### config.mk
export PLATFORM = sky130hd
export DESIGN_NAME = upllc_top
export DESIGN_NICKNAME = d
export VERILOG_FILES = /design/src/hw/upllc_pkg.sv /design/src/hw/upllc_feed_if.sv /design/src/hw/upllc_feed_det.sv /design/src/hw/upllc_top.sv
export SDC_FILE = /design/constraint.sdc
export NUM_CORES = 1
export LEC_CHECK = 0
export BUFFER_PORTS_ARGS = -buffer_cell sky130_fd_sc_hd__buf_4
export CAP_MARGIN = 10
export CORE_MARGIN = 3
export CORE_UTILIZATION = 45
export DETAILED_ROUTE_END_ITERATION = 8
export GPL_TIMING_DRIVEN = 0
export PLACE_DENSITY = 0.73
export SLEW_MARGIN = 20
export SYNTH_ARGS = -nofsm -noshare
export SYNTH_HDL_FRONTEND = slang
export SYNTH_SLANG_ARGS = --single-unit
### constraint.sdc
create_clock -name mclk -period 1.35 [get_ports mclk]
set_input_delay 0 -clock mclk [delete_from_list [all_inputs] [get_ports mclk]]
set_output_delay 0 -clock mclk [all_outputs]
set_load 0.02 [all_outputs]
### src/hw/upllc_pkg.sv
/*
 * Package for the USB PLL divider control block: register offsets,
 * field positions, reset values and feed sequence codes.
 * Assumes a 32-bit register port with word-aligned byte offsets.
 */
package upllc_pkg;

    // Register byte offsets
    localparam logic [7:0] OFS_USB_CONTROL = 8'h0c;
    localparam logic [7:0] OFS_FB_CODE = 8'h10;
    localparam logic [7:0] OFS_PRE_POST_CODE = 8'h14;
    localparam logic [7:0] OFS_CL_FIRST = 8'h18;
    localparam logic [7:0] OFS_CL_SECOND = 8'h1c;
    localparam logic [7:0] OFS_CL_GLOBAL = 8'h20;
    localparam logic [7:0] OFS_CLK_DETECT = 8'h24;
    localparam logic [7:0] OFS_CLK_PRESENCE = 8'h2c;
    localparam logic [7:0] OFS_USB_FEED = 8'h30;
    localparam logic [7:0] OFS_CL_FEED = 8'h34;

    // Control register bit positions
    localparam int BIT_POWER_DOWN = 0;
    localparam int BIT_CLK_EN = 1;
    localparam int BIT_PLL_BYPASS = 2;
    localparam int BIT_PRE_BYPASS = 3;
    localparam int BIT_POST_BYPASS = 4;
    localparam int BIT_SKEW = 5;
    localparam int BIT_FREE_RUN = 6;
    localparam int BIT_FB_REQ = 7;
    localparam int BIT_PRE_REQ = 8;
    localparam int BIT_POST_REQ = 9;
    localparam int BIT_SRC_SEL = 24;

    // Field widths and post code LSB position
    localparam int FB_W = 17;
    localparam int PRE_W = 10;
    localparam int POST_W = 6;
    localparam int POST_LSB = 10;

    // Reset values and writable masks
    localparam logic [31:0] RST_USB_CONTROL = 32'h00f9_0001;
    localparam logic [31:0] MASK_USB_CONTROL = 32'h7fff_ffff;
    localparam logic [31:0] RST_CL_FIRST = 32'h02e3_b190;
    localparam logic [31:0] RST_CL_SECOND = 32'h02e1_21e0;
    localparam logic [31:0] RST_CL_GLOBAL = 32'h0000_00c0;
    localparam logic [31:0] RST_CLK_DETECT = 32'h0000_11ad;
    localparam logic [31:0] RST_CLK_PRESENCE = 32'h0000_000f;
    localparam logic [31:0] MASK_CL_CTRL = 32'h0fff_ffff;
    localparam logic [31:0] MASK_CL_GLOBAL = 32'h0000_7fff;
    localparam logic [31:0] MASK_LOW16 = 32'h0000_ffff;

    // Soft decoder presets, chosen by control bit 30
    localparam int BIT_SOFT_SEL = 30;
    localparam logic [16:0] SOFT_M0 = 17'h00258;
    localparam logic [9:0] SOFT_N0 = 10'h071;
    localparam logic [5:0] SOFT_P0 = 6'h03;
    localparam logic [16:0] SOFT_M1 = 17'h0005c;
    localparam logic [9:0] SOFT_N1 = 10'h00d;
    localparam logic [5:0] SOFT_P1 = 6'h04;

    // Feed sequence: two words written back to back to a feed register
    localparam logic [7:0] FEED_KEY1 = 8'haa;
    localparam logic [7:0] FEED_KEY2 = 8'h55;

    // Feed detector states
    typedef enum logic [1:0] {
        UPLLC_FEED_IDLE = 2'b01,
        UPLLC_FEED_ARMED = 2'b10
    } upllc_feed_state_t;

endpackage : upllc_pkg

### src/hw/upllc_feed_if.sv
/*
 * Interface carrying write strobes into a feed detector and its accept
 * pulse back. Assumes both ends share mclk.
 */
`timescale 1ns/100ps
interface upllc_feed_if;
    logic wr;
    logic hit;
    logic [7:0] data;
    logic accept;
    modport det (input wr, input hit, input data, output accept);
    modport ctl (output wr, output hit, output data, input accept);
endinterface : upllc_feed_if

### src/hw/upllc_feed_det.sv
/*
 * Feed sequence detector: key1 then key2 written to the feed register
 * as consecutive bus writes gives a one-cycle accept pulse.
 * Assumes synchronous strobes on mclk; any other write disarms.
 */
`timescale 1ns/100ps
module upllc_feed_det (
    // Clock and reset
    input wire logic mclk,
    input wire logic resetn,
    // Feed port
    upllc_feed_if.det feed
);
    typedef struct packed {
        upllc_pkg::upllc_feed_state_t state;
        logic accept;
    } upllc_fd_t;

    upllc_fd_t cur_ff;
    upllc_fd_t nxt_cur;

    always_comb begin
        nxt_cur = cur_ff;
        nxt_cur.accept = 1'b0;
        if (feed.wr) begin
            case (cur_ff.state)
                upllc_pkg::UPLLC_FEED_IDLE: begin
                    if (feed.hit && feed.data == upllc_pkg::FEED_KEY1) begin
                        nxt_cur.state = upllc_pkg::UPLLC_FEED_ARMED;
                    end
                end
                default: begin
                    nxt_cur.state = upllc_pkg::UPLLC_FEED_IDLE;
                    if (feed.hit && feed.data == upllc_pkg::FEED_KEY2) begin
                        nxt_cur.accept = 1'b1;
                    end
                end
            endcase
        end
    end

    always_ff @(posedge mclk or negedge resetn) begin
        if (!resetn) begin
            cur_ff <= '{state: upllc_pkg::UPLLC_FEED_IDLE, accept: 1'b0};
        end else begin
            cur_ff <= nxt_cur;
        end
    end

    assign feed.accept = cur_ff.accept;

endmodule : upllc_feed_det

### src/hw/upllc_top.sv
/*
 * USB PLL divider control: control register, raw divider codes, shadow
 * dividers loaded by a feed sequence, contactless PLL register map.
 * Assumes a single-cycle register port on mclk; analog PLL is outside.
 */
// Decided for this implementation: the plain strobed port.
`timescale 1ns/100ps

// Summary of operation
// - Post-divider change request bit 9 loads register-held post code
// - Pre-divider change request bit 8 loads register-held pre code
// - Feedback change request bit 7 loads register-held feedback code
// - Bit 6 selects free running mode, reset zero
// - Bit 5 enables skew mode, reset zero
// - Bit 4 bypasses the post-divider
// - Bit 3 bypasses the pre-divider
// - Bit 2 bypasses the whole PLL, output equals input
// - Bit 1 gates the PLL output clock, reset zero
// - Bit 0 powers the PLL down, resets to one
// - Feedback raw code in bits 16:0, reset zero
// - Post code bits 15:10, pre code bits 9:0, reset zero
// - New USB divider codes wait for a correct USB feed sequence
// - First contactless control register waits for its feed sequence
// - Contactless unused bits ignore writes and read zero
// - Bit 24 picks register codes when one, soft decoder when zero
module upllc_top (
    // Clock and reset
    input wire logic mclk,
    input wire logic resetn,
    // Register port
    input wire logic [7:0] reg_addr,
    input wire logic [31:0] reg_wdata,
    input wire logic reg_wr,
    input wire logic reg_rd,
    output logic [31:0] reg_rdata,
    // USB PLL controls
    output logic pll_power_down,
    output logic pll_out_clock_enable,
    output logic pll_bypass,
    output logic pre_div_bypass,
    output logic post_div_bypass,
    output logic skew_enable,
    output logic free_run_enable,
    // Active USB PLL dividers
    output logic [16:0] fb_div_ratio,
    output logic [9:0] pre_div_ratio,
    output logic [5:0] post_div_ratio,
    // Active contactless PLL settings
    output logic [31:0] cl_first_active,
    output logic [31:0] cl_second_active,
    output logic [31:0] cl_global_cfg
);
    typedef struct packed {
        logic [31:0] usb_ctrl;
        logic [31:0] fb_code;
        logic [31:0] pre_post_code;
        logic [31:0] cl_first;
        logic [31:0] cl_first_act;
        logic [31:0] cl_second;
        logic [31:0] cl_second_act;
        logic [31:0] cl_global;
        logic [31:0] clk_detect;
        logic [31:0] clk_presence;
        logic [16:0] fb_act;
        logic [9:0] pre_act;
        logic [5:0] post_act;
        logic [31:0] rdata;
    } upllc_regs_t;

    upllc_regs_t cur_ff;
    upllc_regs_t nxt_cur;

    upllc_feed_if usb_feed ();
    upllc_feed_if cl_feed ();

    assign usb_feed.wr = reg_wr;
    assign usb_feed.hit = reg_addr == upllc_pkg::OFS_USB_FEED;
    assign usb_feed.data = reg_wdata[7:0];
    assign cl_feed.wr = reg_wr;
    assign cl_feed.hit = reg_addr == upllc_pkg::OFS_CL_FEED;
    assign cl_feed.data = reg_wdata[7:0];

    upllc_feed_det u_usb_feed (
        .mclk(mclk),
        .resetn(resetn),
        .feed(usb_feed)
    );

    upllc_feed_det u_cl_feed (
        .mclk(mclk),
        .resetn(resetn),
        .feed(cl_feed)
    );

    logic soft_sel;
    logic src_reg;
    logic [16:0] m_src;
    logic [9:0] n_src;
    logic [5:0] p_src;

    // Divider source: raw register codes or soft decoder presets
    always_comb begin
        soft_sel = cur_ff.usb_ctrl[upllc_pkg::BIT_SOFT_SEL];
        src_reg = cur_ff.usb_ctrl[upllc_pkg::BIT_SRC_SEL];
        if (src_reg) begin
            m_src = cur_ff.fb_code[upllc_pkg::FB_W-1:0];
            n_src = cur_ff.pre_post_code[upllc_pkg::PRE_W-1:0];
            p_src = cur_ff.pre_post_code[upllc_pkg::POST_LSB +:
                upllc_pkg::POST_W];
        end else if (soft_sel) begin
            m_src = upllc_pkg::SOFT_M1;
            n_src = upllc_pkg::SOFT_N1;
            p_src = upllc_pkg::SOFT_P1;
        end else begin
            m_src = upllc_pkg::SOFT_M0;
            n_src = upllc_pkg::SOFT_N0;
            p_src = upllc_pkg::SOFT_P0;
        end
    end

    always_comb begin
        nxt_cur = cur_ff;
        nxt_cur.rdata = 32'h0000_0000;
        // Register writes
        if (reg_wr) begin
            if (reg_addr == upllc_pkg::OFS_USB_CONTROL) begin
                nxt_cur.usb_ctrl = reg_wdata & upllc_pkg::MASK_USB_CONTROL;
            end else if (reg_addr == upllc_pkg::OFS_FB_CODE) begin
                nxt_cur.fb_code = {15'h0000,
                    reg_wdata[upllc_pkg::FB_W-1:0]};
            end else if (reg_addr == upllc_pkg::OFS_PRE_POST_CODE) begin
                nxt_cur.pre_post_code = reg_wdata
                    & upllc_pkg::MASK_LOW16;
            end else if (reg_addr == upllc_pkg::OFS_CL_FIRST) begin
                nxt_cur.cl_first = reg_wdata
                    & upllc_pkg::MASK_CL_CTRL;
            end else if (reg_addr == upllc_pkg::OFS_CL_SECOND) begin
                nxt_cur.cl_second = reg_wdata
                    & upllc_pkg::MASK_CL_CTRL;
            end else if (reg_addr == upllc_pkg::OFS_CL_GLOBAL) begin
                nxt_cur.cl_global = reg_wdata
                    & upllc_pkg::MASK_CL_GLOBAL;
            end else if (reg_addr == upllc_pkg::OFS_CLK_DETECT) begin
                nxt_cur.clk_detect = reg_wdata & upllc_pkg::MASK_LOW16;
            end else if (reg_addr == upllc_pkg::OFS_CLK_PRESENCE) begin
                nxt_cur.clk_presence = reg_wdata & upllc_pkg::MASK_LOW16;
            end
        end
        // USB feed accepted: load shadows whose request is set
        if (usb_feed.accept) begin
            if (cur_ff.usb_ctrl[upllc_pkg::BIT_FB_REQ]) begin
                nxt_cur.fb_act = m_src;
            end
            if (cur_ff.usb_ctrl[upllc_pkg::BIT_PRE_REQ]) begin
                nxt_cur.pre_act = n_src;
            end
            if (cur_ff.usb_ctrl[upllc_pkg::BIT_POST_REQ]) begin
                nxt_cur.post_act = p_src;
            end
        end
        // Contactless feed accepted: both control registers take effect
        if (cl_feed.accept) begin
            nxt_cur.cl_first_act = cur_ff.cl_first;
            nxt_cur.cl_second_act = cur_ff.cl_second;
        end
        // Read data, valid the cycle after the strobe; unmapped reads zero
        if (reg_rd) begin
            if (reg_addr == upllc_pkg::OFS_USB_CONTROL) begin
                nxt_cur.rdata = cur_ff.usb_ctrl;
            end else if (reg_addr == upllc_pkg::OFS_FB_CODE) begin
                nxt_cur.rdata = cur_ff.fb_code;
            end else if (reg_addr == upllc_pkg::OFS_PRE_POST_CODE) begin
                nxt_cur.rdata = cur_ff.pre_post_code;
            end else if (reg_addr == upllc_pkg::OFS_CL_FIRST) begin
                nxt_cur.rdata = cur_ff.cl_first;
            end else if (reg_addr == upllc_pkg::OFS_CL_SECOND) begin
                nxt_cur.rdata = cur_ff.cl_second;
            end else if (reg_addr == upllc_pkg::OFS_CL_GLOBAL) begin
                nxt_cur.rdata = cur_ff.cl_global;
            end else if (reg_addr == upllc_pkg::OFS_CLK_DETECT) begin
                nxt_cur.rdata = cur_ff.clk_detect;
            end else if (reg_addr == upllc_pkg::OFS_CLK_PRESENCE) begin
                nxt_cur.rdata = cur_ff.clk_presence;
            end
        end
    end

    always_ff @(posedge mclk or negedge resetn) begin
        if (!resetn) begin
            cur_ff.usb_ctrl <= upllc_pkg::RST_USB_CONTROL;
            cur_ff.fb_code <= 32'h0000_0000;
            cur_ff.pre_post_code <= 32'h0000_0000;
            cur_ff.cl_first <= upllc_pkg::RST_CL_FIRST;
            cur_ff.cl_first_act <= upllc_pkg::RST_CL_FIRST;
            cur_ff.cl_second <= upllc_pkg::RST_CL_SECOND;
            cur_ff.cl_second_act <= upllc_pkg::RST_CL_SECOND;
            cur_ff.cl_global <= upllc_pkg::RST_CL_GLOBAL;
            cur_ff.clk_detect <= upllc_pkg::RST_CLK_DETECT;
            cur_ff.clk_presence <= upllc_pkg::RST_CLK_PRESENCE;
            cur_ff.fb_act <= 17'h00000;
            cur_ff.pre_act <= 10'h000;
            cur_ff.post_act <= 6'h00;
            cur_ff.rdata <= 32'h0000_0000;
        end else begin
            cur_ff <= nxt_cur;
        end
    end

    // Outputs straight from the register state
    assign reg_rdata = cur_ff.rdata;
    assign pll_power_down =
        cur_ff.usb_ctrl[upllc_pkg::BIT_POWER_DOWN];
    assign pll_out_clock_enable =
        cur_ff.usb_ctrl[upllc_pkg::BIT_CLK_EN];
    assign pll_bypass = cur_ff.usb_ctrl[upllc_pkg::BIT_PLL_BYPASS];
    assign pre_div_bypass =
        cur_ff.usb_ctrl[upllc_pkg::BIT_PRE_BYPASS];
    assign post_div_bypass =
        cur_ff.usb_ctrl[upllc_pkg::BIT_POST_BYPASS];
    assign skew_enable = cur_ff.usb_ctrl[upllc_pkg::BIT_SKEW];
    assign free_run_enable = cur_ff.usb_ctrl[upllc_pkg::BIT_FREE_RUN];
    assign fb_div_ratio = cur_ff.fb_act;
    assign pre_div_ratio = cur_ff.pre_act;
    assign post_div_ratio = cur_ff.post_act;
    assign cl_first_active = cur_ff.cl_first_act;
    assign cl_second_active = cur_ff.cl_second_act;
    assign cl_global_cfg = cur_ff.cl_global;

endmodule : upllc_top

**Yosys cells after proc, flatten, opt, wreduce, memory -nomap -nowiden**

Index checks and enable logic that the tools add are counted.

- Bits in registers: 294
- Output and inout port bits: 168

- Equal/unequal tests: 16
- Multiplexer cells: 25
- Bitwise operators: 7
- Reduce and logical (&&, ||, !) cells: 17

Operators by type and width:

| operator | number |
|---|---|
| 2-to-1 mux 28 bit | 4 |
| 2-to-1 mux 31 bit | 2 |
| 2-to-1 mux 16 bit | 3 |
| == test 8 x 6 -> 1 bit, second input constant | 5 |
| == test 8 x 5 -> 1 bit, second input constant | 4 |
| 2-to-1 mux 10 bit | 2 |
| 2-to-1 mux 17 bit | 1 |
| AND reduction 2 bit | 6 |
| AND reduction 9 bit | 1 |
| == test 8 x 4 -> 1 bit, second input constant | 1 |
| == test 8 x 7 -> 1 bit, second input constant | 1 |
| == test 8 bit, second input constant | 1 |
| 2-to-1 mux 2 bit | 4 |
| AND reduction 8 bit | 1 |
| 2-to-1 mux 7 bit | 1 |
| NOT 1 bit | 7 |
| AND reduction 7 bit | 1 |
| 2-to-1 mux 1 bit | 6 |
| 2-to-1 mux 6 bit | 1 |
| AND reduction 6 bit | 1 |
| AND reduction 5 bit | 1 |
| == test 2 x 1 -> 1 bit, second input constant | 2 |
| logical AND 1 bit | 4 |
| inequality test 2 x 1 -> 1 bit, second input constant | 2 |
| 3 further kinds | 3 |

**Depth between registers and ports, before layout**

Gate-level depths: netlist of run 1.

- Depth after elaboration: 10
- Gate-level depth with buffers: 9
- Depth with buffers taken out: 5

**Modules after synthesis**

From an unflattened synthesis of run 1, not the netlist that was laid out.

- Cell total of the unflattened synthesis: 1130
- Area total of the unflattened synthesis: 13860.8 µm²

By module, submodules not included:

| module | instances | cells an instance | area each (µm²) | sequential area each (µm²) |
|---|---|---|---|---|
| upllc_top | 1 | 1100 | 13497.9 | 7262.0 |
| upllc_feed_det | 2 | 15 | 181.4 | 76.3 |

**Least setup slack after synthesis of run 1**

Ideal clock, no wire load.

- Path type: input to register
- From: in reg_addr[3]
- To: reg cur_ff[202] (netlist bit)
- Library setup time: 0.125 ns
- Arrival time: 1.485 ns
- Data required time: 1.225 ns
- Path slack: -0.259 ns
- Stages on the path: 8
- Cell sequence: buf_2 -> nor4bb_1 -> clkbuf_1 -> and2_1 -> clkbuf_2 -> nand2_2 -> buf_2 -> mux2_2

- Cells in the longest elaborated chain, start to end: 3
- Elaborated cells on any way between the ends: 10
- Those cells by class: 5 x eq/ne; 4 x bitwise; 1 x reduce/logical

RTL lines:

| element | line | RTL |
|---|---|---|
| start, declared | upllc_top.sv:31 | `input wire logic [7:0] reg_addr,` |
| == test 8 x 5 -> 1 bit (tied with other cells) | upllc_top.sv:134 | `end else if (reg_addr == upllc_pkg::OFS_CL_FIRST) begin` |
| NOT 1 bit (no line) | -- |  |
| AND reduction 6 bit (no line) (*) | -- |  |
| end signal, assigned | upllc_top.sv:205 | `cur_ff <= nxt_cur;` |
| end, declared | upllc_top.sv:70 | `upllc_regs_t cur_ff;` |

Mark *: on every way between the ends. The rest lies on a longest branch, timed or not.
A chain may end at the register's enable or synchronous reset.

==> results.ini, run 1 <==
[finish]
final_layout_size_suffix_gt1_share_pct=55.8
num_antenna_cells=0
post-route-util_pct=59.0
multiInputGateArea_sq_um=5050
seq_area_sq_um=7420
area_growth_pct=28.3
finalNetCount=1446
n_fill_cell=2349

[worst_setup_path]
cp_max_fo=2
cp-start-kind=flip-flop
reg2regPathDepth=5
end_kind=flip-flop
arrival_ps=1920
worstPathRequired_ps=1790
crit_type=flip-flop to flip-flop
ff2ff_setup_slack_ps=-120

[drt]
wl_per_cell_microns=20.2
ant_nets=0
drt-pass1-iter-count=6
num_vias=9535
first_iter_violations=671
wirelength_microns=36600
routed_via_density=5.25
drc_errors=0

[synthesis]
synthTopCellsByArea=dfrtp_1 41%, mux2_2 18%, dfstp_2 13%
synth_seq_area_share_pct=54.0
synth_edf_count=0
synthArstFlopShare_pct=100
syn_area_per_cell_sq_um=12.3
synth_top_area_share_pct=41.4
ys_ff_latch=293
synthFlopType=dfrtp_1
netlist_area_sq_um=13700
ys_warn_count=0
yosysTopAreaCell=dfrtp_1
synthDistinctLibCells=59
syn_inst=1115

[timing]
fin_crit_ps=1470
timing.final.ws_setup_ps=-124
finalCritPeriodShare_pct=109
rsz0062_at_grt=yes
worst_pin_slew_ps=702
finalMaxSlewViolations=0
hold_violations=6
slew_headroom_pct=53.2
whs_ps=-185
setup_viol=4
fin_tns_setup_ps=-213
fin_worst_skew_ps=9.79
fmax_mhz=679

[power_and_ir_drop]
p_leak_nw=8.71
power_density_nw_per_um2=1100
vdd_drop_max_uv=1030
finalPower_w=0.0194

[global_route]
grt_pass1_vias=9845
grt_max_degree=82
grtUsageTotal_pct=21.7
gr-total-overflow=0
grt_pass1_wl_microns=56500
antenna_found_initial=0

[hold_path]
hold_depth=4
min_path_type=input port to flip-flop

[clock_network]
numCtsBuffers=30
clkTransAtPathRegs_ps=60
cts_sinks=293
clk_latency_ps=550
cts_root_buffer=clkbuf_16
htree_levels=1
cts_tree=built
clockBufferDepth=3

[die]
fp.dieW_microns=181
io_pins=212
die-height_microns=181
rows=63
coreArea_sq_um=29900
start_util_pct=46.0
die_area_sq_um=32700

[flow_run]
maxCapViolations=0

[placed_design]
hpwl_microns=25700
port_buffers=174
place_ws_ps=-749
gp_congestion=0.905

[run_status]
status=finished, violations left
violations=negative hold slack, negative setup slack

[power breakdown]
group          total (W)  internal, W  leakage, nW  switching, W
Sequential       0.00927      0.00908         3.83      0.000190
Combinational    0.00139     0.000630         4.36      0.000758
Clock            0.00878      0.00524        0.522       0.00354
[state kept, by name (all words and copies together), names as in the netlist, 2 cells and up]
name               flops
cur_ff               145
pre_div_ratio         10
cl_first_active       28
post_div_ratio         6
cl_global_cfg         15
u_cl_feed.cur_ff       2
reg_rdata             31
cl_second_active      28
u_usb_feed.cur_ff      2
fb_div_ratio          17
[cell type report]
type                       instances  area share [%]
inverter                           5           0.106
buffer                           230            9.46
tap                              390            2.77
timing repair buffer             232            11.0
clock buffer                      41            4.90
clock inverter                    15            1.04
sequential                       293            42.1
multi-input combinational        610            28.6
[metal layers]
layer	vias up	routed length, microns	track usage, %
met5	-	0	0
met4	0	1050	6.45
met3	60	2560	4.35
met2	337	17600	35.5
met1	4814	15400	29.5
li1	4324	-	-
[Yosys cell counts (3+ instances only)]
library cell and instances:
a21oi_1 19, a22oi_1 14, a2bb2oi_1 14, a31oi_1 13, and3_1 3, buf_1 10
buf_2 10, buf_4 161, buf_6 3, clkbuf_1 45, clkbuf_2 3, dfrtp_1 227
dfstp_2 66, inv_1 4, mux2_2 218, mux2_4 20, mux2i_1 4, nand2_1 100
nand3_1 4, nor2_1 7, nor2b_1 11, nor3_1 15, nor4b_1 3, o211ai_1 13
o21ai_0 68, o2bb2ai_1 13, o31ai_1 6
[placed cells by master, fill, tap and decap left out, types with 15 or more instances in the layout]
cell type        n
a21oi_1         16
buf_4          342
buf_6           15
clkbuf_1        21
clkbuf_16       31
clkbuf_2        16
conb_1          26
dfrtp_1        226
dfstp_2         66
dlygate4sd3_1   41
mux2_2         217
mux2_4          21
nand2_1        100
o21ai_0         57
[worst max-delay path: stages, from the launching register on]
cell and delay (ps):
dfrtp_1 390, mux2_4 290, a22o_1 230, a22oi_2 170, nor4_2 60, o221a_2 220
[repair_timing]
item / CTS / global route
resized for setup: 37 / 44
setup buffers: 8 / 6
endpoints found under the setup margin: 136 / 353
hold buffers: 38 / 4
endpoints found under the hold margin: 379 / 19
pin swaps: 6 / 4
[per-stage QoR]
stage | instances | instance area [sq um]
6_report | 1816 | 17600
4_1_cts | 1808 | 17400
2_1_floorplan | 1140 | 14000
5_1_grt | 1816 | 17600
3_3_place_gp | 1704 | 15800
3_5_place_dp | 1707 | 15900
[kinds of logic after synthesis]
logic type             after synthesis  synth area share [%]
and+or+nand+nor                    172                  6.50
buffers and inverters              237                  11.2
other                                1                0.0273
DFF                                293                  54.0
AOI/OAI and AO/OA                  169                  7.82
muxes                              243                  20.5
[final timing paths]
check | startpoint | end
setup / recovery | cur_ff[335] | reg_rdata[14]
hold / removal | reg_addr[3] | u_cl_feed.feed.accept
setup reg to reg | cur_ff[335] | reg_rdata[14]
hold reg to reg | fb_div_ratio[5] | fb_div_ratio[5]
max in group asynchronous | resetn | cl_second_active[16]
min in group asynchronous | resetn | cl_first_active[19]
No activity file was read; power rests on OpenSTA's default activity.
==> inputs of run 2 (changes only) <==
- PLACE_DENSITY: 0.73 -> 0.71
- clock period: 1.35 -> 1.7 ns (I/O delays scaled with it)
==> run 2 against run 1 <==
Net effect:
- the run now ends clean
- clock skew is 19 ps higher
- wire length is 0.35% lower
- sequential power shrank 21%
- non-clock buffer count fell by 10
- final cell count down 0.55%
- core utilization decreased by 1.3 points
- worst hold slack improved by 220 ps
==> results.ini, run 2 (synthesis gave the netlist of run 1 again) <==
[timing]
fin_crit_ps=1680
finalMaxSlewViolations=0  ; unchanged
finalCritPeriodShare_pct=98.9
rsz0062_at_grt=no  ; was yes
slew_headroom_pct=49.9  ; was 53.2%
fmax_mhz=595
hold_violations=0  ; was 6
setup_viol=0  ; was 4
fin_tns_setup_ps=0  ; was -213 ps
fin_worst_skew_ps=28.4  ; was 9.79 ps
worst_pin_slew_ps=750  ; was 702 ps

[finish]
post-route-util_pct=57.7  ; was 59.0%
num_antenna_cells=0  ; unchanged
finalNetCount=1436  ; was 1446
largest_register_ffs=145  ; unchanged
layout_commonest_cell=buf_4  ; unchanged
n_fill_cell=2498  ; was 2349
top_register=cur_ff  ; unchanged
final_cell_mix=338 x buf_4, 227 x dfrtp_1, 218 x mux2_2  ; was 342 x buf_4, 226 x dfrtp_1, 217 x mux2_2
final_layout_size_suffix_gt1_share_pct=52.0  ; was 55.8%
area_growth_pct=25.6  ; was 28.3%

[power_and_ir_drop]
p_leak_nw=8.53  ; was 8.71 nW
p_sw_share_pct=22.1  ; was 23.1%
switchingPower_w=0.00342  ; was 0.00449 W
p_int_w=0.0121  ; was 0.0149 W
clkPwrFrac_pct=45.6  ; was 45.2%
seqPwrFrac_pct=47.5  ; was 47.7%
power_density_nw_per_um2=898  ; was 1100 nW/um^2
vdd_drop_max_uv=660  ; was 1030 uV
comb_power_share_pct=6.9  ; was 7.1%

[global_route]
grt_pass1_vias=9763  ; was 9845
grt_max_degree=92  ; was 82
grtUsageTotal_pct=21.7  ; about the same
gr-total-overflow=0  ; unchanged
antenna_found_initial=2  ; was 0
grt_pass1_wl_microns=56300  ; was 56500 microns

[flow_run]
maxCapViolations=0  ; unchanged

[drt]
ant_nets=0  ; unchanged
wirelength_microns=36500  ; was 36600 microns
drt-pass1-iter-count=5  ; was 6
drc_errors=0  ; unchanged
num_vias=9407  ; was 9535
wl_per_cell_microns=20.2  ; about the same
routed_via_density=5.21  ; was 5.25
first_iter_violations=567  ; was 671

[die]
die-height_microns=181  ; unchanged
die_area_sq_um=32700  ; unchanged
fp.dieW_microns=181  ; unchanged
rows=63  ; unchanged
coreArea_sq_um=29900  ; unchanged
io_pins=212  ; unchanged
start_util_pct=46.0  ; unchanged

[clock_network]
cts_tree=built  ; unchanged
clkTransAtPathRegs_ps=60  ; about the same
htree_levels=1  ; unchanged
clockBufferDepth=3  ; unchanged
clk_latency_ps=560  ; was 550 ps
cts_root_buffer=clkbuf_16  ; unchanged
cts_sinks=293  ; unchanged
numCtsBuffers=30  ; unchanged

[worst_setup_path]
r2r_end=reg_rdata[14]  ; unchanged
r2r_start=cur_ff[303]  ; was cur_ff[335]
reg2regPathDepth=5  ; unchanged
cp-start-kind=input port  ; was flip-flop
cp-startpoint=reg_addr[7]  ; was cur_ff[335]
max_stage_delay_ps=600  ; was 390 ps
worstPathRequired_ps=2080  ; was 1790 ps
crit_chain=buf_4, or4b_4, nor3_2, buf_2, o2bb2ai_1, o21ai_0, a31oi_1  ; was mux2_4, a22o_1, a22oi_2, nor4_2, o221a_2
arrival_ps=2070  ; was 1920 ps
crit_type=input port to flip-flop  ; was flip-flop to flip-flop
crit_end=reg_rdata[3]  ; was reg_rdata[14]
ff2ff_setup_slack_ps=90  ; was -120 ps
end_kind=flip-flop  ; unchanged
cp_slowest_cell=or4b_4  ; was dfrtp_1
cp_max_fo=10  ; was 2

[hold_path]
min_path_type=input port to flip-flop  ; unchanged

[run_status]
status=complete, no violations  ; was finished, violations left

[placed_design]
gp_congestion=0.873  ; was 0.905
port_buffers=174  ; unchanged
hpwl_microns=25600  ; was 25700 microns

[run 2: power groups by stage]
stage	registers [W]	logic, W	clock network, W
after CTS	0.00735	0.00106	0.00720
after global routing	0.00738	0.00116	0.00749
final	0.00736	0.00107	0.00707
after detailed placement	0.00747	0.000984	0
after global placement	0.00746	0.000934	0
after floorplan	0.00742	0.000538	0
[run 2: what timing repair did]
action | in CTS | in global routing
hold endpoints to repair | 298 | 2
endpoints found under the setup margin | 40 | 39
resized for setup | 5 | 11
buffers inserted | 0 | 4
pin swaps | 0 | 1
hold buffers | 37 | 3
[run 2: layer usage]
| layer | part of all wire (%) | up-vias | track usage, % |
|---|---|---|---|
| met5 | 0.063 | - | 0 |
| li1 | - | 4291 | - |
| met2 | 49 | 309 | 36.3 |
| met1 | 41 | 4729 | 28.8 |
| met4 | 2.9 | 4 | 6.63 |
| met3 | 6.5 | 74 | 4.05 |
[run 2: worst min-delay path by stage]
stage / cells past startpoint / slack, ps / from / to
3_3_place_gp: 2 / 230 / reg_wdata[30] / cur_ff[383]
5_1_grt: 4 / 50 / reg_wr / cur_ff[261]
3_5_place_dp: 1 / -20 / resetn / cl_first_active[18]
4_1_cts: 2 / -40 / resetn / cur_ff[262]
6_report: 4 / 40 / reg_addr[5] / reg_rdata[0]
2_1_floorplan: 0 / -300 / resetn / cl_first_active[0]
[run 2: critical path, delay by kind of cell]
family                 cells  cell delay [ps]
AND/OR/NAND/NOR            2             1040
AO/OA/AOI/OAI              3              520
buffers and inverters      2              500
[run 2: final cells by class]
cell class              count  area [sq um]  share of cell area, %
plain buffers             231          1520                   8.84
clock buffers              44           853                   4.95
clock inverters            12           224                   1.30
inverters                   5          18.8                  0.109
multi-input cells         610          4890                   28.3
flip-flops and latches    293          7410                   43.0
well taps                 390           488                   2.83
repair buffers            221          1840                   10.6
[run 2: per-stage QoR]
step / hold slack (ps) / worst slack, ps / std cells / total power, W / area, sq um
2_1_floorplan: -296 / 90.6 / 1140 / 0.00796 / 13800
3_3_place_gp: 234 / -1890 / 1704 / 0.00840 / 15600
3_5_place_dp: -16.3 / -561 / 1707 / 0.00846 / 15700
4_1_cts: -42.1 / 25.4 / 1800 / 0.0156 / 17200
5_1_grt: 45.3 / 18.9 / 1806 / 0.0160 / 17200
6_report: 36.6 / 19.0 / 1806 / 0.0155 / 17200
==> inputs of run 3 (changes only) <==
- SETUP_SLACK_MARGIN: default -> 0.1
==> run 3 against run 2 <==
Net effect:
- the run now ends with negative hold slack left
- critical path type unchanged
- sequential power barely moved
- clock skew shrank 20 ps
- register-to-register slack improved by 50 ps
- highest routed layer unchanged
- critical endpoint is now u_usb_feed.cur_ff[1]
- non-clock buffer count rose by 3
- total power fell by 4.6%
- combinational power hardly changed
==> results.ini, run 3 (synthesis gave the netlist of run 1 again) <==
[worst_setup_path]
cp_max_fo=10  ; unchanged
arrival_ps=2050  ; was 2070 ps
worstPathRequired_ps=2180  ; was 2080 ps
end_kind=flip-flop  ; unchanged
cp-start-kind=input port  ; unchanged
crit_type=input port to flip-flop  ; unchanged

[clock_network]
numCtsBuffers=30  ; unchanged
cts_tree=built  ; unchanged
clk_latency_ps=550  ; was 560 ps
cts_sinks=293  ; unchanged
clockBufferDepth=3  ; unchanged
clkTransAtPathRegs_ps=60  ; about the same
htree_levels=1  ; unchanged
cts_root_buffer=clkbuf_16  ; unchanged

[drt]
num_vias=9335  ; was 9407
wirelength_microns=35600  ; was 36500 microns
ant_nets=0  ; unchanged
drc_errors=0  ; unchanged
first_iter_violations=676  ; was 567
routed_via_density=5.16  ; was 5.21
wl_per_cell_microns=19.7  ; was 20.2 microns
drt-pass1-iter-count=5  ; unchanged

[timing]
fmax_mhz=639  ; was 595 MHz
slew_headroom_pct=49.6  ; was 49.9%
hold_violations=1  ; was 0
whs_ps=-12.0  ; was 36.6 ps
fin_crit_ps=1560  ; was 1680 ps
rsz0062_at_grt=yes  ; was no
finalCritPeriodShare_pct=92.0  ; was 98.9%
fin_tns_setup_ps=0  ; unchanged
timing.final.ws_setup_ps=136  ; was 19.0 ps
setup_viol=0  ; unchanged
worst_pin_slew_ps=745  ; was 750 ps
finalMaxSlewViolations=0  ; unchanged
fin_worst_skew_ps=8.67  ; was 28.4 ps

[global_route]
grt_pass1_vias=9526  ; was 9763
grtUsageTotal_pct=21.1  ; was 21.7%
grt_pass1_wl_microns=55400  ; was 56300 microns
antenna_found_initial=1  ; was 2
gr-total-overflow=0  ; unchanged
grt_max_degree=99  ; was 92

[die]
die_area_sq_um=32700  ; unchanged
start_util_pct=46.0  ; unchanged
coreArea_sq_um=29900  ; unchanged
rows=63  ; unchanged
die-height_microns=181  ; unchanged
io_pins=212  ; unchanged
fp.dieW_microns=181  ; unchanged

[placed_design]
post_dp_cell_area_sq_um=15700  ; about the same
place_ws_ps=-581  ; was -561 ps
hpwl_microns=25100  ; was 25600 microns
port_buffers=174  ; unchanged
gp_congestion=0.886  ; was 0.873

[power_and_ir_drop]
p_leak_nw=8.52  ; was 8.53 nW
power_density_nw_per_um2=858  ; was 898 nW/um^2
vdd_drop_max_uv=682  ; was 660 uV

[finish]
finalNetCount=1439  ; was 1436
num_antenna_cells=0  ; unchanged
layout_commonest_cell=buf_4  ; unchanged
area_growth_pct=25.4  ; was 25.6%
largest_register_ffs=145  ; unchanged
final_layout_size_suffix_gt1_share_pct=52.7  ; was 52.0%
top_register=cur_ff  ; unchanged
final_cell_mix=342 x buf_4, 227 x dfrtp_1, 218 x mux2_2  ; was 338 x buf_4, 227 x dfrtp_1, 218 x mux2_2
fin_area_sq_um=17200  ; about the same

[hold_path]
min_path_type=input port to flip-flop  ; unchanged

[run_status]
violations=negative hold slack
status=finished, violations left  ; was complete, no violations

[flow_run]
maxCapViolations=0  ; unchanged

==> run 3: cell count changes in the layout (fill, tap and decap cells not counted), sizes merged <==
cell         delta
buf             +8
bufinv          -5
clkbuf          +4
clkinv          -2
clkinvlp        +1
dlygate4sd3     -3
==> run 3: stage by stage <==
step / power, W / std cells / hold slack (ps) / utilization [%]
2_1_floorplan: 0.00796 / 1140 / -296 / -
3_3_place_gp: 0.00840 / 1704 / 236 / 52.3
3_5_place_dp: 0.00845 / 1707 / -85.7 / 52.6
4_1_cts: 0.0149 / 1801 / -32.1 / 57.2
5_1_grt: 0.0153 / 1809 / 3.38 / 57.7
6_report: 0.0148 / 1809 / -12.0 / 57.7
==> run 3: critical path, stage by stage <==
cell	delay, ps
buf_2	160
or4_1	610
dlygate4sd3_1	630
or4b_1	530
o21a_1	120
==> run 3: per-layer routing <==
layer	vias to the layer above	track usage [%]	wire, microns
li1	4306	-	-
met1	4675	29.3	15300
met2	312	35.2	17100
met3	40	4.45	2610
met4	2	3.32	515
met5	-	0	13
==> run 3: layout make-up <==
| cell class | count | area (sq um) |
|---|---|---|
| clock buffers | 50 | 887 |
| inverters | 5 | 18.8 |
| clock inverters | 6 | 60.1 |
| fillers | 2475 | 12600 |
| flip-flops and latches | 293 | 7410 |
| multi-input cells | 610 | 4920 |
| repair buffers | 224 | 1890 |
| plain buffers | 231 | 1540 |
| well taps | 390 | 488 |
==> run 3: final timing paths <==
kind,from,to,slack (ps),cells past startpoint
min in group asynchronous,resetn,cl_first_active[22],140,3
worst min register to register,fb_div_ratio[6],fb_div_ratio[6],480,2
max in group asynchronous,resetn,cur_ff[272],360,6
worst max-delay path,reg_addr[3],u_usb_feed.cur_ff[1],140,5
worst max register to register,cur_ff[303],reg_rdata[14],140,5
worst min-delay path,reg_addr[0],u_cl_feed.cur_ff[2],-10,5
==> run 3: report_power, final <==
| group | internal, W | switching [W] |
|---|---|---|
| Combinational | 0.000492 | 0.000588 |
| Clock | 0.00369 | 0.00266 |
| Sequential | 0.00721 | 0.000150 |
==> run 3: what timing repair did <==
| item | 4_1_cts | 5_1_grt |
|---|---|---|
| gates resized for setup | 12 | 26 |
| endpoints found under the setup margin | 67 | 145 |
| hold buffers | 37 | 1 |
| pin swaps | 1 | 3 |
| setup buffers | 1 | 7 |
| endpoints found under the hold margin | 228 | 1 |
| gates cloned | 0 | 1 |
